## src/lep_defs.vh

```
// timing and reset constants for the leading-edge / long-pulse handshake engine
// assumes a single local clock whose period is given below in whole nanoseconds
`ifndef LEP_DEFS_VH
`define LEP_DEFS_VH

// local clock period
`define LEP_CLK_NS          4

// handshake times in nanoseconds
`define LEP_T_ACK_NS        125
`define LEP_T_REL_NS        150
`define LEP_T_SETUP_NS      25
`define LEP_T_STEP_NS       100

// cycle counts, each minimum rounded up to whole cycles
`define LEP_CYC_ACK         ((`LEP_T_ACK_NS   + `LEP_CLK_NS - 1) / `LEP_CLK_NS)
`define LEP_CYC_REL         ((`LEP_T_REL_NS   + `LEP_CLK_NS - 1) / `LEP_CLK_NS)
`define LEP_CYC_SETUP       ((`LEP_T_SETUP_NS + `LEP_CLK_NS - 1) / `LEP_CLK_NS)
`define LEP_CYC_STEP        ((`LEP_T_STEP_NS  + `LEP_CLK_NS - 1) / `LEP_CLK_NS)

// width of the phase counters, enough for 125 ns + 700 ns
`define LEP_TMR_W           9

// reset values of the configuration shadow
`define LEP_RST_ACK_HIGH    1'b1
`define LEP_RST_REQ_HIGH    1'b1
`define LEP_RST_DELAY       3'h0

`endif

```

## src/lep_placeholder_end.v

```verilog
`timescale 1ns/1ps
// intentionally no module

```

## src/lep_timer.v

```verilog
// lep_timer: loadable down counter used for every minimum width and spacing
// assumes load values already rounded up to whole clock cycles
`timescale 1ns/1ps

module lep_timer #(
    parameter W = 9
) (
    // clock and reset
    input  wire         mclk,
    input  wire         rst_b,
    // control
    input  wire         load,
    input  wire [W-1:0] load_val,
    // status
    output wire         done
);

    reg [W-1:0] cnt_reg;

    // reset to zero so that a freshly reset engine owes no waiting time
    always @(posedge mclk or negedge rst_b) begin
        if (!rst_b) begin
            cnt_reg <= {W{1'b0}};
        end else if (load) begin
            cnt_reg <= load_val;
        end else if (cnt_reg != {W{1'b0}}) begin
            cnt_reg <= cnt_reg - {{(W-1){1'b0}}, 1'b1};
        end
    end

    assign done = (cnt_reg == {W{1'b0}});

endmodule // lep_timer

```

## src/lep_top.v

```verilog
// lep_top: leading-edge and long-pulse handshake engine for a parallel port
// assumes pins are synchronous to mclk; settings are plain ports, sampled when idle
//
// Functional notes
// - each side signals readiness by the active-going edge of its handshake line.
// - when receiving, pulse acknowledge each time another input word can be taken.
// - acknowledge lasts at least 125 ns, and longer while request stays active.
// - leading-edge mode puts the settling delay before acknowledge starts.
// - when sending, drive the new word first, then pulse acknowledge.
// - when sending, hold acknowledge while request is still active at width end.
// - without latching, output data settles 25 ns plus delay before acknowledge.
// - acknowledge stays active at least 150 ns after request goes inactive.
// - with latching, next output word appears 0 to 50 ns after request inactive.
// - without latching, output word may change from the request active edge on.
// - long-pulse mode adds the delay to acknowledge width instead of before it.
// - settling delay runs 0 to 700 ns in 100 ns steps, spacing transfers further.
// - acknowledge and request polarities are each selectable.
// - with latching, data is registered on the request edge, not passed through.
`timescale 1ns/1ps
`include "lep_defs.vh"

module lep_top #(
    parameter DW = 32
) (
    // clock and reset
    input  wire          mclk,
    input  wire          rst_b,
    // configuration
    input  wire          cfg_enable,
    input  wire          cfg_long_pulse,
    input  wire          cfg_dir_out,
    input  wire          cfg_ack_act_high,
    input  wire          cfg_req_act_high,
    input  wire          cfg_req_latch,
    input  wire [2:0]    cfg_delay,
    // handshake pins
    input  wire          req_in,
    output reg           ack_out,
    // data pins
    input  wire [DW-1:0] data_in,
    output reg  [DW-1:0] data_out,
    output reg           data_oe_b,
    // receive side toward the user
    input  wire          rx_ready,
    output reg  [DW-1:0] rx_data,
    output reg           rx_valid,
    // transmit side toward the user
    input  wire          tx_valid,
    input  wire [DW-1:0] tx_data,
    output reg           tx_ready,
    // status
    output reg           busy
);

    localparam TW = `LEP_TMR_W;

    localparam [2:0] ST_IDLE     = 3'h0;
    localparam [2:0] ST_LOAD     = 3'h1;
    localparam [2:0] ST_SETTLE   = 3'h2;
    localparam [2:0] ST_ACK      = 3'h3;
    localparam [2:0] ST_WAIT_REQ = 3'h4;
    localparam [2:0] ST_WAIT_REL = 3'h5;

    localparam [TW-1:0] CYC_ACK   = `LEP_CYC_ACK;
    localparam [TW-1:0] CYC_REL   = `LEP_CYC_REL;
    localparam [TW-1:0] CYC_SETUP = `LEP_CYC_SETUP;
    localparam [TW-1:0] CYC_STEP  = `LEP_CYC_STEP;

    // configuration shadow
    reg          long_reg;
    reg          dir_out_reg;
    reg          ack_high_reg;
    reg          req_high_reg;
    reg          latch_reg;
    reg [2:0]    delay_reg;

    reg [2:0]    state_reg;
    reg [2:0]    state_next;
    reg          req_act_d_reg;
    reg          req_seen_reg;
    reg          ack_act_next;

    wire         req_act;
    wire         req_rise;
    wire         req_fall;
    wire         tmr_done;
    wire         rel_done;
    reg          tmr_load;
    reg [TW-1:0] tmr_val;
    wire [TW-1:0] delay_cyc;
    wire [TW-1:0] settle_cyc;
    wire [TW-1:0] width_cyc;
    wire         ack_may_end;
    wire         take_in;
    wire         pre_take;
    reg          pre_reg;

    // polarity is folded in here so the rest of the engine sees active-high
    assign req_act  = req_in ~^ req_high_reg;
    assign req_rise = req_act & ~req_act_d_reg;
    assign req_fall = ~req_act & req_act_d_reg;

    assign delay_cyc = CYC_STEP * {{(TW-3){1'b0}}, delay_reg};

    // delay before acknowledge in leading-edge mode, inside it in long-pulse mode
    assign settle_cyc = (dir_out_reg ? CYC_SETUP : {TW{1'b0}})
                      + (long_reg ? {TW{1'b0}} : delay_cyc);
    assign width_cyc  = CYC_ACK + (long_reg ? delay_cyc : {TW{1'b0}});

    // acknowledge ends only after its width, with request gone for 150 ns
    // the release count is only reloaded on the fall edge, so that cycle must not end ack
    assign ack_may_end = tmr_done & ~req_act & ~req_fall & rel_done;

    // with latching the next word goes out as soon as request is released, even mid-ack
    assign pre_take = dir_out_reg & latch_reg & ~pre_reg & tx_valid & ~req_act
                    & (((state_reg == ST_ACK) & req_seen_reg)
                       | (state_reg == ST_WAIT_REL));

    // first active request edge of this transfer, if in ST_ACK or ST_WAIT_REQ, takes the input word
    assign take_in = ~dir_out_reg & req_rise & ~req_seen_reg
                   & ((state_reg == ST_ACK) | (state_reg == ST_WAIT_REQ));

    lep_timer #(
        .W        (TW)
    ) u_phase (
        .mclk     (mclk),
        .rst_b    (rst_b),
        .load     (tmr_load),
        .load_val (tmr_val),
        .done     (tmr_done)
    );

    // counts the time since request last went inactive
    lep_timer #(
        .W        (TW)
    ) u_release (
        .mclk     (mclk),
        .rst_b    (rst_b),
        .load     (req_fall),
        .load_val (CYC_REL),
        .done     (rel_done)
    );

    always @* begin
        state_next   = state_reg;
        tmr_load     = 1'b0;
        tmr_val      = width_cyc;
        ack_act_next = 1'b0;
        case (state_reg)
            ST_IDLE: begin
                if (cfg_enable) begin
                    if (cfg_dir_out) begin
                        if (tx_valid) begin
                            state_next = ST_LOAD;
                        end
                    end else if (rx_ready) begin
                        state_next = ST_LOAD;
                    end
                end
            end
            ST_LOAD: begin
                state_next = ST_SETTLE;
                tmr_load   = 1'b1;
                tmr_val    = settle_cyc;
            end
            ST_SETTLE: begin
                if (tmr_done) begin
                    state_next   = ST_ACK;
                    tmr_load     = 1'b1;
                    tmr_val      = width_cyc;
                    ack_act_next = 1'b1;
                end
            end
            ST_ACK: begin
                ack_act_next = 1'b1;
                if (ack_may_end) begin
                    ack_act_next = 1'b0;
                    if (req_seen_reg | req_rise) begin
                        if (dir_out_reg & latch_reg) begin
                            state_next = pre_reg ? ST_LOAD : ST_WAIT_REL;
                        end else begin
                            state_next = ST_IDLE;
                        end
                    end else begin
                        state_next = ST_WAIT_REQ;
                    end
                end
            end
            ST_WAIT_REQ: begin
                if (req_rise) begin
                    state_next = (dir_out_reg & latch_reg) ? ST_WAIT_REL : ST_IDLE;
                end
            end
            ST_WAIT_REL: begin
                // next word goes out only after request is released
                if (~req_act) begin
                    state_next = (pre_reg | pre_take) ? ST_LOAD : ST_IDLE;
                end
            end
            default: begin
                state_next = ST_IDLE;
            end
        endcase
    end

    always @(posedge mclk or negedge rst_b) begin
        if (!rst_b) begin
            state_reg     <= ST_IDLE;
            req_act_d_reg <= 1'b0;
            req_seen_reg  <= 1'b0;
            pre_reg       <= 1'b0;
        end else begin
            state_reg     <= state_next;
            req_act_d_reg <= req_act;
            if (pre_take) begin
                pre_reg <= 1'b1;
            end else if (state_reg == ST_LOAD) begin
                pre_reg <= 1'b0;
            end
            // set wins over the clear in ST_LOAD
            if (take_in | (req_rise & ((state_reg == ST_ACK) | (state_reg == ST_SETTLE)))) begin
                req_seen_reg <= 1'b1;
            end else if (state_reg == ST_LOAD) begin
                req_seen_reg <= 1'b0;
            end
        end
    end

    // settings are only taken while idle so a pulse in flight keeps its shape
    always @(posedge mclk or negedge rst_b) begin
        if (!rst_b) begin
            long_reg     <= 1'b0;
            dir_out_reg  <= 1'b0;
            ack_high_reg <= `LEP_RST_ACK_HIGH;
            req_high_reg <= `LEP_RST_REQ_HIGH;
            latch_reg    <= 1'b0;
            delay_reg    <= `LEP_RST_DELAY;
        end else if (state_reg == ST_IDLE) begin
            long_reg     <= cfg_long_pulse;
            dir_out_reg  <= cfg_dir_out;
            ack_high_reg <= cfg_ack_act_high;
            req_high_reg <= cfg_req_act_high;
            latch_reg    <= cfg_req_latch;
            delay_reg    <= cfg_delay;
        end
    end

    // pins and user side, all registered
    always @(posedge mclk or negedge rst_b) begin
        if (!rst_b) begin
            ack_out   <= ~`LEP_RST_ACK_HIGH;
            data_out  <= {DW{1'b0}};
            data_oe_b <= 1'b1;
            rx_data   <= {DW{1'b0}};
            rx_valid  <= 1'b0;
            tx_ready  <= 1'b0;
            busy      <= 1'b0;
        end else begin
            ack_out   <= ack_act_next ~^ ack_high_reg;
            data_oe_b <= ~dir_out_reg;
            busy      <= (state_next != ST_IDLE);
            rx_valid  <= take_in;
            tx_ready  <= 1'b0;
            // the word is taken on the request edge itself in both latch settings
            if (take_in) begin
                rx_data <= data_in;
            end
            // word goes to the pins before the settle count starts, or early on release
            if (pre_take | ((state_reg == ST_LOAD) & dir_out_reg & ~pre_reg)) begin
                data_out <= tx_data;
                tx_ready <= 1'b1;
            end
        end
    end

endmodule // lep_top

```

## config.mk

```make
export PLATFORM = sky130hd
export DESIGN_NAME = lep_top
export DESIGN_NICKNAME = d
export VERILOG_FILES = /design/src/lep_placeholder_end.v /design/src/lep_timer.v /design/src/lep_top.v
export VERILOG_INCLUDE_DIRS = /design/src
export SDC_FILE = /design/constraint.sdc
export NUM_CORES = 1
export LEC_CHECK = 0
export ABC_AREA = 0
export BUFFER_PORTS_ARGS = -buffer_cell sky130_fd_sc_hd__buf_2
export CAP_MARGIN = 20
export CORE_MARGIN = 10
export CORE_UTILIZATION = 38
export CTS_CLUSTER_DIAMETER = 200
export DETAILED_ROUTE_END_ITERATION = 10
export GPL_ROUTABILITY_DRIVEN = 0
export RECOVER_POWER = 50
export SYNTH_ARGS = -nofsm -noshare
export SYNTH_HDL_FRONTEND = slang
export SYNTH_SLANG_ARGS = --single-unit
```

## constraint.sdc

```tcl
create_clock -name mclk -period 4.6 [get_ports mclk]
set_input_delay 0 -clock mclk [delete_from_list [all_inputs] [get_ports mclk]]
set_output_delay 0 -clock mclk [all_outputs]
set_load 0.02 [all_outputs]
```

# Yosys cells after proc, flatten, opt, wreduce, memory -nomap -nowiden
# Index checks and enable logic that the tools add are counted.
# totals
reg_bits,101
input_bits,78
wordCells,101
output_inout_bits,69
# op_classes
add_sub_neg,4
bitwise_logic,32
mul,1
n_mux,30
n_reduce_logical,10
n_eq_ne,5
# ops
operator,n
$mux 9,5
$mux 3,13
$logic_not 9->1,2
$pmux 3 s6,1
$reduce_bool 9->1,2
$sub 9x1->9 const B,2
$and 1x1->1,17
$mux 8,2
$add 3x8->9,1
$add 6x8->9 const A,1
$mul 5x3->8 const A,1
$reduce_bool 2->1,4
$mux 1,7
$or 1x1->1,7
$eq 3x2->1 const B,2
$eq 3x3->1 const B,2
$not 1->1,6
$pmux 1 s2,2
$eq 3x1->1 const B,1
$logic_not 3->1,1
$reduce_bool 3->1,1
$xnor 1x1->1,2

# Logic depth before layout (Yosys ltp)
# depth
ltp_word,10
depth_mapped,11
depth_no_buf,11

# Cells and area by module
# Synthesis repeated with hierarchy kept, for this count alone.
# hier_totals
cells_unflattened,407
hier_area_um2,4873.4
# by_module_without_submodules
module,n_inst,cells_each,area_each_um2
lep_top,1,293,3804.9
lep_timer,2,57,534.3

# Least setup slack after synthesis
# OpenSTA, ideal clock, no wires.
# synth_path
kind,flip-flop to flip-flop
from,reg long_reg
to,reg u_phase.cnt_reg[5]
arrival_time_ns,2.114
setup_ns,0.087
n_path_buf,2
setup_slack_ns,2.399
period_less_slack_ns,2.201
stages_incl_launch_ff,11
t_required_ns,4.513
cell_sequence,dfrtp_1 > clkbuf_1 > clkbuf_1 > nand2b_1 > inv_1 > ha_1 > a21o_1 > a21oi_1 > or2_2 > a31oi_1 > o211ai_1
# synth_via
elab_chain_cells,4
# synth_lines
item,line_no,text
"start, declared",lep_top.v:70,reg long_reg;
"start signal, assigned",lep_top.v:239,long_reg <= cfg_long_pulse;
"$mux 8, on equally long branches","lep_top.v:108, lep_top.v:107",
$add 6x8->9 / $add 3x8->9 (equally long branches),"lep_top.v:108, lep_top.v:107",
$mux 9 *,-,
$mux 9 *,lep_timer.v:24,end else if (load) begin
"end signal, assigned",lep_timer.v:23,cnt_reg <= {W{1'b0}};
"end signal, assigned",lep_timer.v:25,cnt_reg <= load_val;
"end signal, assigned",lep_timer.v:27,"cnt_reg <= cnt_reg - {{(W-1){1'b0}}, 1'b1};"
"end, declared",lep_timer.v:18,reg [W-1:0] cnt_reg;
# Mark *: on every way between the ends. The rest lies on a longest branch, timed or not.
# A chain may end at the register's enable or synchronous reset.

==> results.md <==
* Drt initial violations at roughly 150
* I/O Buffers at between 100 and 150
* Final setup fails at 0
* Largest net degree at the start of global routing at 56
* Congestion Overflow GR at 0
* N_diodes at 0
* Resized cells post-CTS at 0
* Clock Latency Late Sink at roughly 0.35 ns
* Critical path class: primary input to asynchronous set/reset pin
* Relative slew slack at -68.3%
* Initial antenna violation count at 0
* Drt drc at 0
* Met2 WL at about 6100 um
* Overall power at 1920 uW
* Failing checks: capacitance limit, slew limit
* CP Depth at 3
* Maximum clock frequency at between 300 and 400 MHz
* Post-route setup slack at between 1.5 and 2 ns
* Chip Width at ~130 um
* Vias at 3784
* Drt wl/cell at about 17 um
* Core area at 12100 sq um
* Number of global-route vias before repair at a little under 4000
* Power Density at a little under 300 nW/um^2
* IO Count at ~150
* # rows at 40
* Die span in y at about 130 um
* Layout cells sized above 1 at between 20 and 30%
* Place WS at roughly 2.1 ns
* Hold EP: u_release.cnt_reg[5]
* Pins over their slew limit at between 40 and 50
* Syn Inst Count at between 300 and 400
* RSZ-0062 raised after global routing: no
* Critical-path maximum fanout at 55
* Total wire length at about 13000 um
* Mapped cell area at roughly 4700 sq um
* Final Cycle Share at around three fifths
* Min cycle time layout at 2.74 ns
* Hold path startpoint: req_in
* Main flop type after synthesis: dfrtp_1
* Clock slew at the register clock pins of the worst setup and hold paths at ~0.070 ns
* First-pass GRT wire length at roughly 22000 um
* NumNets Final at 695
* Num CTS Buffers at 9
* Net Count, Synth at approximately 480
* Critical Path Source Type: primary input
* Critical path's top delay family: buffers and inverters
* Setup TNS at 0 ns
* M1 WL at 6190 um
* Clock root cell: clkbuf_16
* CP cell instances: dlygate4sd3_1, clkbuf_1, buf_4
* Seq cells post-synth at ~100
* Total number of H-tree levels at 3
* Detailed placer's ending HPWL at 8890 um
* Largest area contributor in the netlist: dfrtp_1
* Worst r2r dst: busy
* Most frequent cell after synthesis: dfrtp_1
* Leak at between 0.002 and 0.003 uW
* Cell types occupying the most area after synthesis: dfrtp_1 (52%), mux2_2 (17%), ha_1 (3.7%)
* Die Area at 17400 sq um
* Synth cell count leaders: dfrtp_1 (98), mux2_2 (71), nand2_1 (26)
* DR vias/cell at approximately 5
* Clock sinks at 101
* Critical Path Sink Type: asynchronous set/reset pin
* Crit path max-delay cell type: clkbuf_1
* Reg2reg setup slack at roughly 2.1 ns
* Number of synthesized flops with an enable pin at 0
* TritonCTS clock tree: yes
* Worst R2R Path Depth at 7
* Status: complete, but fails checks
* Hold WC Path Type: primary input to register
* Initial Utilization at between 30 and 40%
* Sequential cell area fraction in the yosys report at a little over half
* Worst hold slack at between 0.02 and 0.03 ns
* CP arrival at between 3 and 4 ns
* Total GRT Usage at between 10% and 20%
* Post-DRT Antenna Nets at 0
* Max-cap viol count at 1
* Slowest Stage Delay on Critical Path at between 1.5 and 2 ns
* Largest regs: data_out (32), rx_data (32)
* Hold depth at 4
* VDD IR max at 210 uV
* Netlist cell types at 57
* WL met3 at approximately 900 um
* Final Hold Vio Count at 0
* Post-synth ARST share at 100%
* RR Startpoint: u_phase.cnt_reg[0]
* Ys Warns at 0
* Crit path buf inv count at 3
* Fill cells at roughly 1100
* CTS Buffer Depth at 2
* Clk_skew at ~0.011 ns
* Required time worst endpoint at between 5 and 6 ns
* Top layer in use: met4
* Worst-Margin Slew at around 2.5 ns
* DRT Pass-1 Iters at 4
* Syn-to-layout area delta at 37.7%
* Synth Area per Inst at ~12 sq um
* Share of the synthesized area in the top cell type at about half
[per-layer routing]
layer / vias up / GRT usage [%]
met2: 143 / 23.3
met4: 0 / 3.65
met3: 13 / 5.30
li1: 1808 / -
met1: 1820 / 20.5
met5: - / 0
[logic make-up after synthesis]
logic type      synth area share (%)
simple gates                    11.5
mux                             17.3
xor+xnor                        2.77
compound gates                  7.67
fa+ha+maj                       4.11
buf+inv                         3.37
flops                           53.3
[placed cells by master (no fill, tap or decap), drive strengths merged, types with 2 or more instances in the layout]
cell type,netlist,layout
or4,6,6
xnor2,7,7
nand2b,2,2
o22ai,2,2
a311oi,2,2
dfrtp,98,98
clkinv,0,3
a31oi,2,2
buf,11,79
xor2,8,8
nor2b,7,7
nand3,8,8
clkbuf,6,79
a21o,2,2
o211ai,3,3
nor2,20,20
and3,2,2
mux2,71,71
nand2,27,27
dfstp,3,3
and2,3,3
nor3b,3,3
o21bai,2,2
a2111oi,2,2
nor3,6,6
o21ai,12,12
ha,14,14
or3,4,4
inv,15,18
nor4,2,2
o31ai,3,3
nor4b,3,3
mux2i,2,2
o311ai,2,2
dlygate4sd3,0,73
a21oi,10,10
[through the flow]
| stage | cells | util, % | cell area (sq um) |
|---|---|---|---|
| global placement | 686 | 46.4 | 5620 |
| detailed placement | 686 | 46.4 | 5620 |
| finish | 774 | 54.0 | 6540 |
| CTS | 774 | 54.7 | 6630 |
| floorplan | 386 | - | 4750 |
| global route | 774 | 54.0 | 6540 |
[worst max-delay path by stage]
stage | startpoint | end | slack (ns)
after floorplan | long_reg | u_phase.cnt_reg[5] | 2.40
after global placement | req_high_reg | data_out[0] | 2.16
after CTS | u_phase.cnt_reg[0] | busy | 2.08
after detailed placement | u_phase.cnt_reg[0] | busy | 2.09
after global routing | rst_b | u_phase.cnt_reg[6] | 1.28
final | rst_b | rx_data[17] | 1.86
[tightest hold or removal path, stage by stage]
cell and delay (ns):
buf_2 0.09, xor2_1 0.10, nand2_1 0.10, nand2_1 0.05
[where the power goes]
group          switching, uW  total (uW)  internal (uW)
combinational            112         234            122
sequential              40.7         967            926
clock                    341         715            374
total                    494        1920           1420
[layout make-up]
| type | instances | area, sq um | share of cell area, % |
|---|---|---|---|
| Multi-Input combinational cell | 253 | 2060 | 31.6 |
| Tap cell | 168 | 210 | 3.22 |
| Clock buffer | 9 | 225 | 3.44 |
| Sequential cell | 101 | 2530 | 38.7 |
| Inverter | 15 | 56.3 | 0.861 |
| Timing Repair Buffer | 222 | 1400 | 21.4 |
| Clock inverter | 6 | 53.8 | 0.823 |
[repair_timing]
action | CTS | global route
hold buffers | 73 | 0
endpoints found under the hold margin | 116 | 0
setup buffers | 0 | 0
Power figures use the tool's default switching activity.
